<file path="src/atic_consts.vh">
// Purpose: shared constants of the actuator teach-in controller
// Assumes: 200 MHz core clock; all times held in milliseconds
// Notes: cycle counts are 40 bits wide because the readiness window exceeds 2^32 cycles
`ifndef ATIC_CONSTS_VH
`define ATIC_CONSTS_VH

`define ATIC_CODE_W 32
`define ATIC_CYC_PER_MS 40'h0000030D40

// times as printed, in milliseconds
`define ATIC_RST_HOLD_MS 40'h0000000BB8
`define ATIC_INIT_MS 40'h0000002710
`define ATIC_READY_MS 40'h000002BF20
`define ATIC_TEACH_MS 40'h0000007530
`define ATIC_FAST_HALF_MS 40'h0000000064
`define ATIC_SLOW_HALF_MS 40'h00000001F4
`define ATIC_BURST_HALF_MS 40'h000000007D

// derived cycle counts (exact multiples, so no rounding needed)
`define ATIC_RST_HOLD_CYC (`ATIC_RST_HOLD_MS * `ATIC_CYC_PER_MS)
`define ATIC_INIT_CYC (`ATIC_INIT_MS * `ATIC_CYC_PER_MS)
`define ATIC_READY_CYC (`ATIC_READY_MS * `ATIC_CYC_PER_MS)
`define ATIC_TEACH_CYC (`ATIC_TEACH_MS * `ATIC_CYC_PER_MS)
`define ATIC_FAST_HALF_CYC (`ATIC_FAST_HALF_MS * `ATIC_CYC_PER_MS)
`define ATIC_SLOW_HALF_CYC (`ATIC_SLOW_HALF_MS * `ATIC_CYC_PER_MS)
`define ATIC_BURST_HALF_CYC (`ATIC_BURST_HALF_MS * `ATIC_CYC_PER_MS)

// flash bursts: flashes per burst, and burst length incl. two dark slots
`define ATIC_BURST_READY 3'h3
`define ATIC_BURST_TEACH_ERR 3'h1
`define ATIC_BURST_BLOCKED 3'h5
`define ATIC_BURST_GAP 3'h2

`endif

</file>
<file path="src/atic_square_gen.v">
// Purpose: free-running square wave with a programmable half period
// Assumes: i_core_clk at 200 MHz, HALF at least 1
// Notes: o_fall pulses one cycle when the wave drops, used to count flashes
`timescale 1ns/1ps
module atic_square_gen #(
  parameter [39:0] HALF = 40'h0000000001
) (
  input wire i_core_clk,
  input wire i_nrst,
  output reg o_wave,
  output reg o_fall
);

  reg [39:0] cnt;

  // toggle every HALF cycles
  always @(posedge i_core_clk or negedge i_nrst) begin
    if (!i_nrst) begin
      cnt <= 40'h0000000000;
      o_wave <= 1'b0;
      o_fall <= 1'b0;
    end else if (cnt >= HALF - 40'h0000000001) begin
      cnt <= 40'h0000000000;
      o_wave <= ~o_wave;
      o_fall <= o_wave;
    end else begin
      cnt <= cnt + 40'h0000000001;
      o_fall <= 1'b0;
    end
  end

endmodule // atic_square_gen

</file>
<file path="src/atic_teach_ctrl.v">
// Purpose: power-up, teach-in and code acceptance control of a coded locking switch
// Assumes: actuator reader and non-volatile store run on i_core_clk; pins are asynchronous
// Notes: the code store itself lives outside; this block reads its image and writes it back
//
// Behaviour
// - chain reset held high three seconds restarts the switch; shorter pulses ignored; the code drops the restart if it meets a valid code in readiness
// - after power-on initialise with safe outputs off and status lamp at 5 Hz
// - only the most recently activated actuator code enables the safe outputs
// - safe outputs stay off during any teach-in operation
// - never-taught switch stays ready for teach-in without timeout
// - aborted teach-in is discarded; error with diagnostic lamp on, status flashing
// - readiness shown by repeated bursts of three status flashes
// - actuator in readiness starts 1 Hz teach; after 30 s lamps alternate
// - new code activates only at the next restart (power-on or chain reset); operator cycles supply
// - a switch with a taught code opens a three minute readiness window
// - detecting the already taught actuator cancels teach-in, back to normal
// - blocked predecessor code cancels teach-in, keeps current code, enters error
// - new teach blocks the previous code until a third code is taught
// - in a chain a three second reset pulse starts teach; a second activates
// - lock input high is an active lock command on power-to-lock variants
`timescale 1ns/1ps
`include "atic_consts.vh"
module atic_teach_ctrl #(
  parameter [39:0] RST_HOLD_CYC = `ATIC_RST_HOLD_CYC,
  parameter [39:0] INIT_CYC = `ATIC_INIT_CYC,
  parameter [39:0] READY_CYC = `ATIC_READY_CYC,
  parameter [39:0] TEACH_CYC = `ATIC_TEACH_CYC,
  parameter [39:0] FAST_HALF_CYC = `ATIC_FAST_HALF_CYC,
  parameter [39:0] SLOW_HALF_CYC = `ATIC_SLOW_HALF_CYC,
  parameter [39:0] BURST_HALF_CYC = `ATIC_BURST_HALF_CYC
) (
  input wire i_core_clk,
  input wire i_nrst,
  input wire i_chain_reset,
  input wire i_lock_input,
  input wire i_enable_one,
  input wire i_enable_two,
  input wire i_code_valid,
  input wire [`ATIC_CODE_W-1:0] i_actuator_code,
  input wire i_nv_active_valid,
  input wire [`ATIC_CODE_W-1:0] i_nv_active_code,
  input wire i_nv_blocked_valid,
  input wire [`ATIC_CODE_W-1:0] i_nv_blocked_code,
  input wire i_nv_pending_valid,
  input wire [`ATIC_CODE_W-1:0] i_nv_pending_code,
  input wire i_nv_busy,
  output reg o_safe_output_one,
  output reg o_safe_output_two,
  output reg o_status_lamp,
  output reg o_diagnostic_lamp,
  output reg o_lock_drive,
  output reg [2:0] o_state,
  output reg o_nv_wr,
  output reg o_nv_active_valid,
  output reg [`ATIC_CODE_W-1:0] o_nv_active_code,
  output reg o_nv_blocked_valid,
  output reg [`ATIC_CODE_W-1:0] o_nv_blocked_code,
  output reg o_nv_pending_valid,
  output reg [`ATIC_CODE_W-1:0] o_nv_pending_code,
  output reg o_nv_busy
);

  localparam [2:0] ST_LOAD = 3'h0;
  localparam [2:0] ST_INIT = 3'h1;
  localparam [2:0] ST_READY = 3'h2;
  localparam [2:0] ST_TEACH = 3'h3;
  localparam [2:0] ST_DONE = 3'h4;
  localparam [2:0] ST_NORMAL = 3'h5;
  localparam [2:0] ST_ERR_TEACH = 3'h6;
  localparam [2:0] ST_ERR_BLOCKED = 3'h7;

  // two-stage synchronisers for the pins
  reg [3:0] sync_a;
  reg [3:0] sync_b;
  wire rst_pin = sync_b[0];
  wire lock_pin = sync_b[1];
  wire en1_pin = sync_b[2];
  wire en2_pin = sync_b[3];

  always @(posedge i_core_clk or negedge i_nrst) begin
    if (!i_nrst) begin
      sync_a <= 4'h0;
      sync_b <= 4'h0;
    end else begin
      sync_a <= {i_enable_two, i_enable_one, i_lock_input, i_chain_reset};
      sync_b <= sync_a;
    end
  end

  // chain reset hold filter: one event per high phase, only after the full hold time
  reg [39:0] rst_cnt;
  reg rst_fired;
  reg rst_event;

  always @(posedge i_core_clk or negedge i_nrst) begin
    if (!i_nrst) begin
      rst_cnt <= 40'h0000000000;
      rst_fired <= 1'b0;
      rst_event <= 1'b0;
    end else if (!rst_pin) begin
      rst_cnt <= 40'h0000000000;
      rst_fired <= 1'b0;
      rst_event <= 1'b0;
    end else if (!rst_fired && rst_cnt >= RST_HOLD_CYC - 40'h0000000001) begin
      rst_fired <= 1'b1;
      rst_event <= 1'b1;
    end else begin
      if (!rst_fired) begin
        rst_cnt <= rst_cnt + 40'h0000000001;
      end
      rst_event <= 1'b0;
    end
  end

  // lamp waveforms
  wire fast_wave;
  wire slow_wave;
  wire burst_wave;
  wire burst_fall;

  atic_square_gen #(.HALF(FAST_HALF_CYC)) u_fast (
    .i_core_clk(i_core_clk),
    .i_nrst(i_nrst),
    .o_wave(fast_wave),
    .o_fall()
  );

  atic_square_gen #(.HALF(SLOW_HALF_CYC)) u_slow (
    .i_core_clk(i_core_clk),
    .i_nrst(i_nrst),
    .o_wave(slow_wave),
    .o_fall()
  );

  atic_square_gen #(.HALF(BURST_HALF_CYC)) u_burst (
    .i_core_clk(i_core_clk),
    .i_nrst(i_nrst),
    .o_wave(burst_wave),
    .o_fall(burst_fall)
  );

  reg [2:0] state;
  reg [39:0] timer;
  reg [2:0] burst_cnt;
  reg [2:0] burst_n;

  // flashes per burst by state; zero means no burst display
  always @* begin
    case (state)
      ST_READY: burst_n = `ATIC_BURST_READY;
      ST_ERR_TEACH: burst_n = `ATIC_BURST_TEACH_ERR;
      ST_ERR_BLOCKED: burst_n = `ATIC_BURST_BLOCKED;
      default: burst_n = 3'h0;
    endcase
  end

  // flash slot counter; the burst ends with two dark slots
  always @(posedge i_core_clk or negedge i_nrst) begin
    if (!i_nrst) begin
      burst_cnt <= 3'h0;
    end else if (burst_n == 3'h0) begin
      burst_cnt <= 3'h0;
    end else if (burst_fall) begin
      if (burst_cnt >= burst_n + `ATIC_BURST_GAP - 3'h1) begin
        burst_cnt <= 3'h0;
      end else begin
        burst_cnt <= burst_cnt + 3'h1;
      end
    end
  end

  wire burst_lamp = burst_wave & (burst_cnt < burst_n);
  wire code_is_active = o_nv_active_valid & (i_actuator_code == o_nv_active_code);
  wire code_is_blocked = o_nv_blocked_valid & (i_actuator_code == o_nv_blocked_code);
  wire timer_done_teach = (timer >= TEACH_CYC - 40'h0000000001);

  // main sequencer; the store image is held in the o_nv_* registers
  always @(posedge i_core_clk or negedge i_nrst) begin
    if (!i_nrst) begin
      state <= ST_LOAD;
      timer <= 40'h0000000000;
      o_nv_wr <= 1'b0;
      o_nv_active_valid <= 1'b0;
      o_nv_active_code <= {`ATIC_CODE_W{1'b0}};
      o_nv_blocked_valid <= 1'b0;
      o_nv_blocked_code <= {`ATIC_CODE_W{1'b0}};
      o_nv_pending_valid <= 1'b0;
      o_nv_pending_code <= {`ATIC_CODE_W{1'b0}};
      o_nv_busy <= 1'b0;
    end else if (rst_event && !(state == ST_READY && i_code_valid)) begin
      state <= ST_LOAD;
      timer <= 40'h0000000000;
      o_nv_wr <= 1'b0;
    end else begin
      o_nv_wr <= 1'b0;
      timer <= timer + 40'h0000000001;
      case (state)
        ST_LOAD: begin
          // a pending code is promoted only at a fresh start
          timer <= 40'h0000000000;
          state <= ST_INIT;
          o_nv_busy <= 1'b0;
          o_nv_wr <= i_nv_pending_valid | i_nv_busy;
          o_nv_pending_valid <= 1'b0;
          o_nv_pending_code <= i_nv_pending_code;
          if (i_nv_pending_valid) begin
            o_nv_active_valid <= 1'b1;
            o_nv_active_code <= i_nv_pending_code;
            o_nv_blocked_valid <= i_nv_active_valid;
            o_nv_blocked_code <= i_nv_active_code;
          end else begin
            o_nv_active_valid <= i_nv_active_valid;
            o_nv_active_code <= i_nv_active_code;
            o_nv_blocked_valid <= i_nv_blocked_valid;
            o_nv_blocked_code <= i_nv_blocked_code;
          end
          if (i_nv_busy) begin
            state <= ST_ERR_TEACH;
          end
        end
        ST_INIT: begin
          if (timer >= INIT_CYC - 40'h0000000001) begin
            state <= ST_READY;
            timer <= 40'h0000000000;
          end
        end
        ST_READY: begin
          if (i_code_valid) begin
            timer <= 40'h0000000000;
            if (code_is_active) begin
              state <= ST_NORMAL;
            end else if (code_is_blocked) begin
              state <= ST_ERR_BLOCKED;
            end else begin
              state <= ST_TEACH;
              o_nv_busy <= 1'b1;
              o_nv_pending_code <= i_actuator_code;
              o_nv_wr <= 1'b1;
            end
          end else if (o_nv_active_valid && timer >= READY_CYC - 40'h0000000001) begin
            state <= ST_NORMAL;
          end else if (!o_nv_active_valid) begin
            timer <= 40'h0000000000;
          end
        end
        ST_TEACH: begin
          if (!i_code_valid || i_actuator_code != o_nv_pending_code) begin
            state <= ST_ERR_TEACH;
            o_nv_busy <= 1'b0;
            o_nv_pending_valid <= 1'b0;
            o_nv_wr <= 1'b1;
          end else if (timer_done_teach) begin
            state <= ST_DONE;
            o_nv_busy <= 1'b0;
            o_nv_pending_valid <= 1'b1;
            o_nv_wr <= 1'b1;
          end
        end
        ST_DONE: begin
          timer <= 40'h0000000000; // waits for a power cycle or chain reset
        end
        ST_NORMAL: begin
          timer <= 40'h0000000000;
        end
        ST_ERR_TEACH: begin
          timer <= 40'h0000000000;
        end
        ST_ERR_BLOCKED: begin
          timer <= 40'h0000000000;
        end
        default: begin
          state <= ST_LOAD;
        end
      endcase
    end
  end

  // outputs; each safe output needs the active code, its own enable and the lock command
  wire release_ok = (state == ST_NORMAL) & i_code_valid & code_is_active & lock_pin;

  always @(posedge i_core_clk or negedge i_nrst) begin
    if (!i_nrst) begin
      o_safe_output_one <= 1'b0;
      o_safe_output_two <= 1'b0;
      o_status_lamp <= 1'b0;
      o_diagnostic_lamp <= 1'b0;
      o_lock_drive <= 1'b0;
      o_state <= ST_LOAD;
    end else begin
      o_state <= state;
      // teach states never reach ST_NORMAL, so outputs stay off there
      o_safe_output_one <= release_ok & en1_pin;
      o_safe_output_two <= release_ok & en2_pin;
      o_lock_drive <= lock_pin & (state == ST_NORMAL);
      case (state)
        ST_INIT: begin
          o_status_lamp <= fast_wave;
          o_diagnostic_lamp <= 1'b0;
        end
        ST_READY: begin
          o_status_lamp <= burst_lamp;
          o_diagnostic_lamp <= 1'b0;
        end
        ST_TEACH: begin
          o_status_lamp <= slow_wave;
          o_diagnostic_lamp <= 1'b0;
        end
        ST_DONE: begin
          o_status_lamp <= slow_wave;
          o_diagnostic_lamp <= ~slow_wave;
        end
        ST_NORMAL: begin
          o_status_lamp <= release_ok;
          o_diagnostic_lamp <= 1'b0;
        end
        ST_ERR_TEACH: begin
          o_status_lamp <= burst_lamp;
          o_diagnostic_lamp <= 1'b1;
        end
        ST_ERR_BLOCKED: begin
          o_status_lamp <= burst_lamp;
          o_diagnostic_lamp <= 1'b1;
        end
        default: begin
          o_status_lamp <= 1'b0;
          o_diagnostic_lamp <= 1'b0;
        end
      endcase
    end
  end

endmodule // atic_teach_ctrl

</file>
<file path="config.mk">
export PLATFORM = sky130hd
export DESIGN_NAME = atic_teach_ctrl
export DESIGN_NICKNAME = d
export VERILOG_FILES = /design/src/atic_square_gen.v /design/src/atic_teach_ctrl.v
export VERILOG_INCLUDE_DIRS = /design/src /design/src/src
export SDC_FILE = /design/constraint.sdc
export NUM_CORES = 1
export LEC_CHECK = 0
export ABC_AREA = 0
export ABC_CLOCK_PERIOD_IN_PS = 2800
export BUFFER_PORTS_ARGS = -buffer_cell sky130_fd_sc_hd__clkbuf_2
export CAP_MARGIN = 20
export CORE_ASPECT_RATIO = 0.9
export CORE_UTILIZATION = 50
export CTS_CLUSTER_SIZE = 16
export DETAILED_ROUTE_END_ITERATION = 6
export PLACE_DENSITY = 0.82
export SLEW_MARGIN = 20
export SYNTH_ARGS = -nofsm -noshare
export SYNTH_HDL_FRONTEND = slang
export SYNTH_SLANG_ARGS = --single-unit
</file>
<file path="constraint.sdc">
create_clock -name i_core_clk -period 2.8 [get_ports i_core_clk]
set_clock_uncertainty 0.05 [all_clocks]
set_input_delay 0.42 -clock i_core_clk [delete_from_list [all_inputs] [get_ports i_core_clk]]
set_output_delay 0.42 -clock i_core_clk [all_outputs]
set_load 0.1 [all_outputs]
</file>
# After elaboration in Yosys (flattened, before gate mapping)

Cells that the tools add are included.

Add/subtract/negate cells: 8
Multipliers: 0
Divide/modulo/power cells: 0
Order comparisons: 9
Equal/unequal tests: 20
Shifts and indexed selects: 0
Muxes and demuxes: 57
Bitwise operators: 14
Reductions and logical operators: 25

Operator list:

| kind                  | number |
|---|---|
| $mux 40               | 11 |
| $add 40x1->40 const B | 5 |
| $mux 32               | 5 |
| $pmux 40 s3           | 1 |
| $ge 40x25->1 const B  | 2 |
| $eq 32x32->1          | 2 |
| $pmux 32 s2           | 1 |
| $ge 40x27->1 const B  | 1 |
| $ge 40x30->1 const B  | 1 |
| $ge 40x31->1 const B  | 1 |
| $ge 40x33->1 const B  | 1 |
| $ge 40x36->1 const B  | 1 |
| $mux 3                | 12 |
| $ne 32x32->1          | 1 |
| $mux 1                | 20 |
| $eq 3x3->1 const B    | 4 |
| $pmux 3 s4            | 1 |
| $ne 2x2->1 const B    | 5 |
| $and 1x1->1           | 9 |
| $pmux 3 s3            | 1 |
| $eq 3x2->1 const B    | 2 |
| $logic_not 3->1       | 2 |
| $ne 3x3->1 const B    | 2 |
| $pmux 1 s3            | 2 |
| 27 further kinds      | 40 |

Flip-flop bits (word level): 329
Bits in latches: 0
RAM bits: 0
Memory bits (read-only): 0
Bits of input ports: 139
Output and inout bits: 109
Logic and storage cells: 162
Memories: 0

# Depth between registers and ports, before layout

Depth after elaboration: 8
Gate-level depth with buffers: 13
Gate-level depth less buffers: 12

# Modules after synthesis

Synthesis repeated with hierarchy kept, for this count alone.

Cell total of the unflattened synthesis: 1716
Area total of the unflattened synthesis: 16943.8 sq um

By module, submodules not included:

| module                     | times used | cells an instance | area each (sq um) | sequential area each (sq um) |
|---|---|---|---|---|
| atic_teach_ctrl            | 1          | 1230              | 11389.7           | 5129.9 |
| atic_square_gen at u_burst | 1          | 170               | 1913.1            | 1051.0 |
| atic_square_gen at u_slow  | 1          | 166               | 1864.3            | 1051.0 |
| atic_square_gen at u_fast  | 1          | 150               | 1776.7            | 1051.0 |

# Worst setup path before layout

OpenSTA, ideal clock, no wires.

Kind: reg2reg
From: reg o_nv_blocked_code[16]
To: reg o_nv_pending_code[10]
Setup time: 126 ps
Data arrival time: 2687 ps
Data required time: 2624 ps
Path slack: -63 ps
Stages on the path, launching flop included: 9
Path buffers: 1
Clock period less this slack: 2863 ps
Path through: dfrtp_1 > xor2_1 > nor4_1 > nand4_1 > or3_1 > a41oi_1 > nor3_1 > clkbuf_1 > mux2_2

Word-level cells in the longest chain between the ends: 4

Ends and longest elaborated chain:

| item                       | line                  | text |
|---|---|---|
| start, declared            | atic_teach_ctrl.v:57  | `` output reg [`ATIC_CODE_W-1:0] o_nv_blocked_code, `` |
| start signal, assigned     | atic_teach_ctrl.v:186 | `` o_nv_blocked_code <= {`ATIC_CODE_W{1'b0}}; `` |
| start signal, assigned     | atic_teach_ctrl.v:210 | `o_nv_blocked_code <= i_nv_active_code;` |
| start signal, assigned     | atic_teach_ctrl.v:215 | `o_nv_blocked_code <= i_nv_blocked_code;` |
| $eq 32x32->1               | atic_teach_ctrl.v:174 | `wire code_is_blocked = o_nv_blocked_valid & (i_actuator_code == o_nv_blocked_code);` |
| $and 1x1->1                | atic_teach_ctrl.v:174 |  |
| $ne 2x2->1 (no line)       | -                     |  |
| $reduce_and 5->1 (no line) | -                     |  |
| end signal, assigned       | atic_teach_ctrl.v:188 | `` o_nv_pending_code <= {`ATIC_CODE_W{1'b0}}; `` |
| end signal, assigned       | atic_teach_ctrl.v:205 | `o_nv_pending_code <= i_nv_pending_code;` |
| end signal, assigned       | atic_teach_ctrl.v:237 | `o_nv_pending_code <= i_actuator_code;` |
| end, declared              | atic_teach_ctrl.v:59  | `` output reg [`ATIC_CODE_W-1:0] o_nv_pending_code, `` |

No other way between the ends.
A chain may end at the register's enable or synchronous reset.

# Final worst setup path

From: reg timer[37]
To: reg state[1]

Word-level cells in the longest chain between the ends: 4
Elaborated cells between the ends (all ways): 8
Classes of those cells: 3 x order compare; 3 x eq/ne; 2 x reduce/logical

Ends and longest elaborated chain:

| item                         | line                  | text |
|---|---|---|
| start, declared              | atic_teach_ctrl.v:143 | `reg [39:0] timer;` |
| start signal, assigned       | atic_teach_ctrl.v:196 | `timer <= timer + 40'h0000000001;` |
| $ge 40x36->1                 | atic_teach_ctrl.v:240 | `end else if (o_nv_active_valid && timer >= READY_CYC - 40'h0000000001) begin` |
| $logic_and 1x1->1            | atic_teach_ctrl.v:240 |  |
| $ne 4x2->1 (no line)         | -                     |  |
| $reduce_and 4->1 (no line) * | -                     |  |
| end signal, assigned         | atic_teach_ctrl.v:241 | `state <= ST_NORMAL;` |
| end signal, assigned         | atic_teach_ctrl.v:248 | `state <= ST_ERR_TEACH;` |
| end signal, assigned         | atic_teach_ctrl.v:253 | `state <= ST_DONE;` |
| end, declared                | atic_teach_ctrl.v:142 | `reg [2:0] state;` |

Mark *: on every way between the ends. The rest lies on a longest branch, timed or not.

==> flow_metrics.env <==
export IMPL_arrival_ns=3.14
export IMPL_final_common_cell="dfrtp_1"
export IMPL_total_power_mw=21.5
export IMPL_vias=13300
export IMPL_clk_pin_slew_ns=0.06
export IMPL_max_cap_viol_count=0
export IMPL_synth_compound_area_share_pct=6.18
export IMPL_fillers=2452
export IMPL_layout_common_cells="dfrtp_1, nor2_1, clkbuf_2"
export IMPL_worst_pin_slew_ns=0.905
export IMPL_synthCells=1629
export IMPL_gp_congestion=0.977
export IMPL_setup_viol=0
export IMPL_synthTopCellsByArea="dfrtp_1, xnor2_1, xor2_1"
export IMPL_clock_latency_ns=0.51
export IMPL_synth_warnings=0
export IMPL_finalMaxSlewViolations=0
export IMPL_min_path_cells=3
export IMPL_fin_crit_ns=2.74
export IMPL_dieHeight_um=172
export IMPL_maxSlewHeadroom_pct=39.6
export IMPL_leakagePower_nw=8.73
export IMPL_path_cells="or4_4 -> or3_1 -> a2111oi_4 -> a31oi_2 -> o311a_4 -> a32oi_1 -> o211a_1"
export IMPL_ios=248
export IMPL_grt_pass1_wl_um=68300
export IMPL_cts_buffers=34
export IMPL_synth_top_family_by_area="simple AND/OR/NAND/NOR gates"
export IMPL_r2r_cells=7
export IMPL_wl_met3_um=3640
export IMPL_synth_simple_area_share_pct=20.8
export IMPL_grt_util_all_layers_pct=26.3
export IMPL_yosys_area_share_adder_pct=0.935
export IMPL_syn_area_um2=16100
export IMPL_avgSynthCellArea_um2=9.86
export IMPL_die_area_um2=32800
export IMPL_yosys_area_top_type="dfrtp_1"
export IMPL_synth_xor_area_share_pct=12.1
export IMPL_final_nets=2082
export IMPL_wl_met2_um=20000
export IMPL_grt_antenna_before_repair=2
export IMPL_routed_wl_um=42900
export IMPL_hold_viol_final=0
export IMPL_via_per_inst=5.61
export IMPL_yosysSeqAreaShare_pct=51.3
export IMPL_post_route_period_util_pct=97.8
export IMPL_status="completed"
export IMPL_gr_total_overflow=0
export IMPL_start_util_pct=51.5
export IMPL_utilization_pct=62.0
export IMPL_fp_dieW_um=191
export IMPL_cp_required_ns=3.20
export IMPL_critPathSlowestCell="or4_4"
export IMPL_met1Wirelength_um=17300
export IMPL_final_cells=2362
export IMPL_drc=0
export IMPL_first_iter_violations=1197
export IMPL_synth_edf_count=0
export IMPL_yosysUniqueCellTypes=66
export IMPL_grt_pass1_vias=13000
export IMPL_crit_path_start_kind="flop"
export IMPL_dr_max_layer_used="met4"
export IMPL_hold_class="input pin to flop"
export IMPL_synth_mux_area_share_pct=6.50
export IMPL_vdd_drop_max_mv=1.05
export IMPL_ant_nets=0
export IMPL_cts_buffer_depth=3
export IMPL_yosys_area_top_type_share_pct=51.3
export IMPL_area_growth_syn_to_layout_pct=20.5
export IMPL_wl_per_cell_um=18.1
export IMPL_cp_max_fo=6
export IMPL_crit_type="flop to flop"
export IMPL_cts_tree="done"
export IMPL_post_cts_buffers=0
export IMPL_final_layout_size_suffix_gt1_share_pct=21.0
export IMPL_portBuffers=247
export IMPL_dpl_hpwl_um=31200
export IMPL_cts_root_buf="clkbuf_16"
export IMPL_place_inst=2299
export IMPL_power_density_nw_per_um2=1110
export IMPL_htree_levels=2
export IMPL_core_area_um2=31200
export IMPL_tns_ns=0
export IMPL_fp_row_count=61
export IMPL_first_pass_iters=7
export IMPL_critPathCaptureType="flop"
export IMPL_whs_ns=0.148
export IMPL_grt_max_degree=83
export IMPL_synthFlopType="dfrtp_1"
export IMPL_async_flop_share_pct=100
export IMPL_fmax_mhz=365
export IMPL_critPathMaxStageDelay_ns=0.58
export IMPL_clock_sinks=329
export IMPL_ys_seq_elements=329
-- worst max-delay path, delay by kind of cell, from the launching register on --
kind	cells	cell delay, ns
compound gates	5	1.22
flops	1	0.42
simple gates	2	0.97
-- where the power goes --
part / switching [mW] / internal, mW / leakage, nW
sequential: 0.925 / 5.63 / 4.16
combinational: 8.27 / 2.14 / 4.03
clock: 1.83 / 2.68 / 0.541
-- per-layer routing --
layer,GRT usage [%],vias up
met2,42.8,580
met1,33.9,6386
li1,-,6143
met4,11.6,0
met3,5.72,146
met5,0,-
-- stage by stage --
| step | cell area (um^2) | setup slack [ns] |
|---|---|---|
| global placement | 18200 | 0.00942 |
| finish | 19400 | 0.0616 |
| floorplan | 16200 | 0.0184 |
| global route | 19400 | -0.0130 |
| CTS | 19300 | 0.0433 |
| detailed placement | 18200 | -0.0478 |
-- worst paths after layout --
check	endpoint	slack (ns)	start
max reg2reg	state[1]	0.06	timer[37]
max	state[1]	0.06	timer[37]
min	o_nv_active_valid	0.15	i_nv_active_valid
min reg2reg	sync_b[3]	0.30	sync_a[3]
max in group asynchronous	u_fast.cnt[34]	1.42	i_nrst
min in group asynchronous	timer[12]	0.46	i_nrst
-- cells in the mapped netlist (all sizes together) (2+ instances only) --
master,n
o311ai,3
or3,19
o31ai,3
nor2,249
or4,10
a211oi,5
clkbuf,62
nor3,34
dfrtp,329
a31o,5
xor2,110
a21oi,95
mux2i,66
and3,21
nor2b,5
a211o,4
ha,12
inv,27
xnor2,111
nand4,43
o21a,4
a21o,3
nand2b,8
nand2,167
buf,6
mux2,34
and2,17
a2111oi,2
a31oi,4
and4,10
nand3,76
nand3b,3
o311a,2
nor4,38
o21ai,21
-- kinds of logic (layout without fill, tap and decap cells) --
| kind of cell | after synthesis | in the layout |
|---|---|---|
| muxes | 100 | 100 |
| adders and majority gates | 12 | 12 |
| other | 1 | 45 |
| and+or+nand+nor | 706 | 706 |
| buffers and inverters | 96 | 376 |
| xor gates and xnor gates | 221 | 221 |
| AOI/OAI and AO/OA | 164 | 164 |
| DFF | 329 | 329 |
-- sequential cells by signal, summed over array words and instances, names as in the netlist, 32 cells and up --
register and cells:
o_nv_active_code 32, o_nv_blocked_code 32, o_nv_pending_code 32, rst_cnt 40, timer 40, u_burst.cnt 40, u_fast.cnt 40, u_slow.cnt 40
-- cell type report --
cell class / instances / area (um^2) / share of cell area, %
Sequential cell: 329 / 8250 / 42.6
Tap cell: 409 / 512 / 2.64
Antenna cell: 2 / 5.00 / 0.0258
Inverter: 28 / 105 / 0.543
Clock buffer: 48 / 1010 / 5.20
Multi-Input combinational cell: 1246 / 7690 / 39.7
Clock inverter: 8 / 92.6 / 0.478
Timing Repair Buffer: 292 / 1700 / 8.77
-- what timing repair did --
action	4_1_cts	5_1_grt
hold endpoints to repair	77	0
setup endpoints to repair	0	73
resized for setup	0	6
hold buffers	5	0
(Power assumes the default switching activity.)
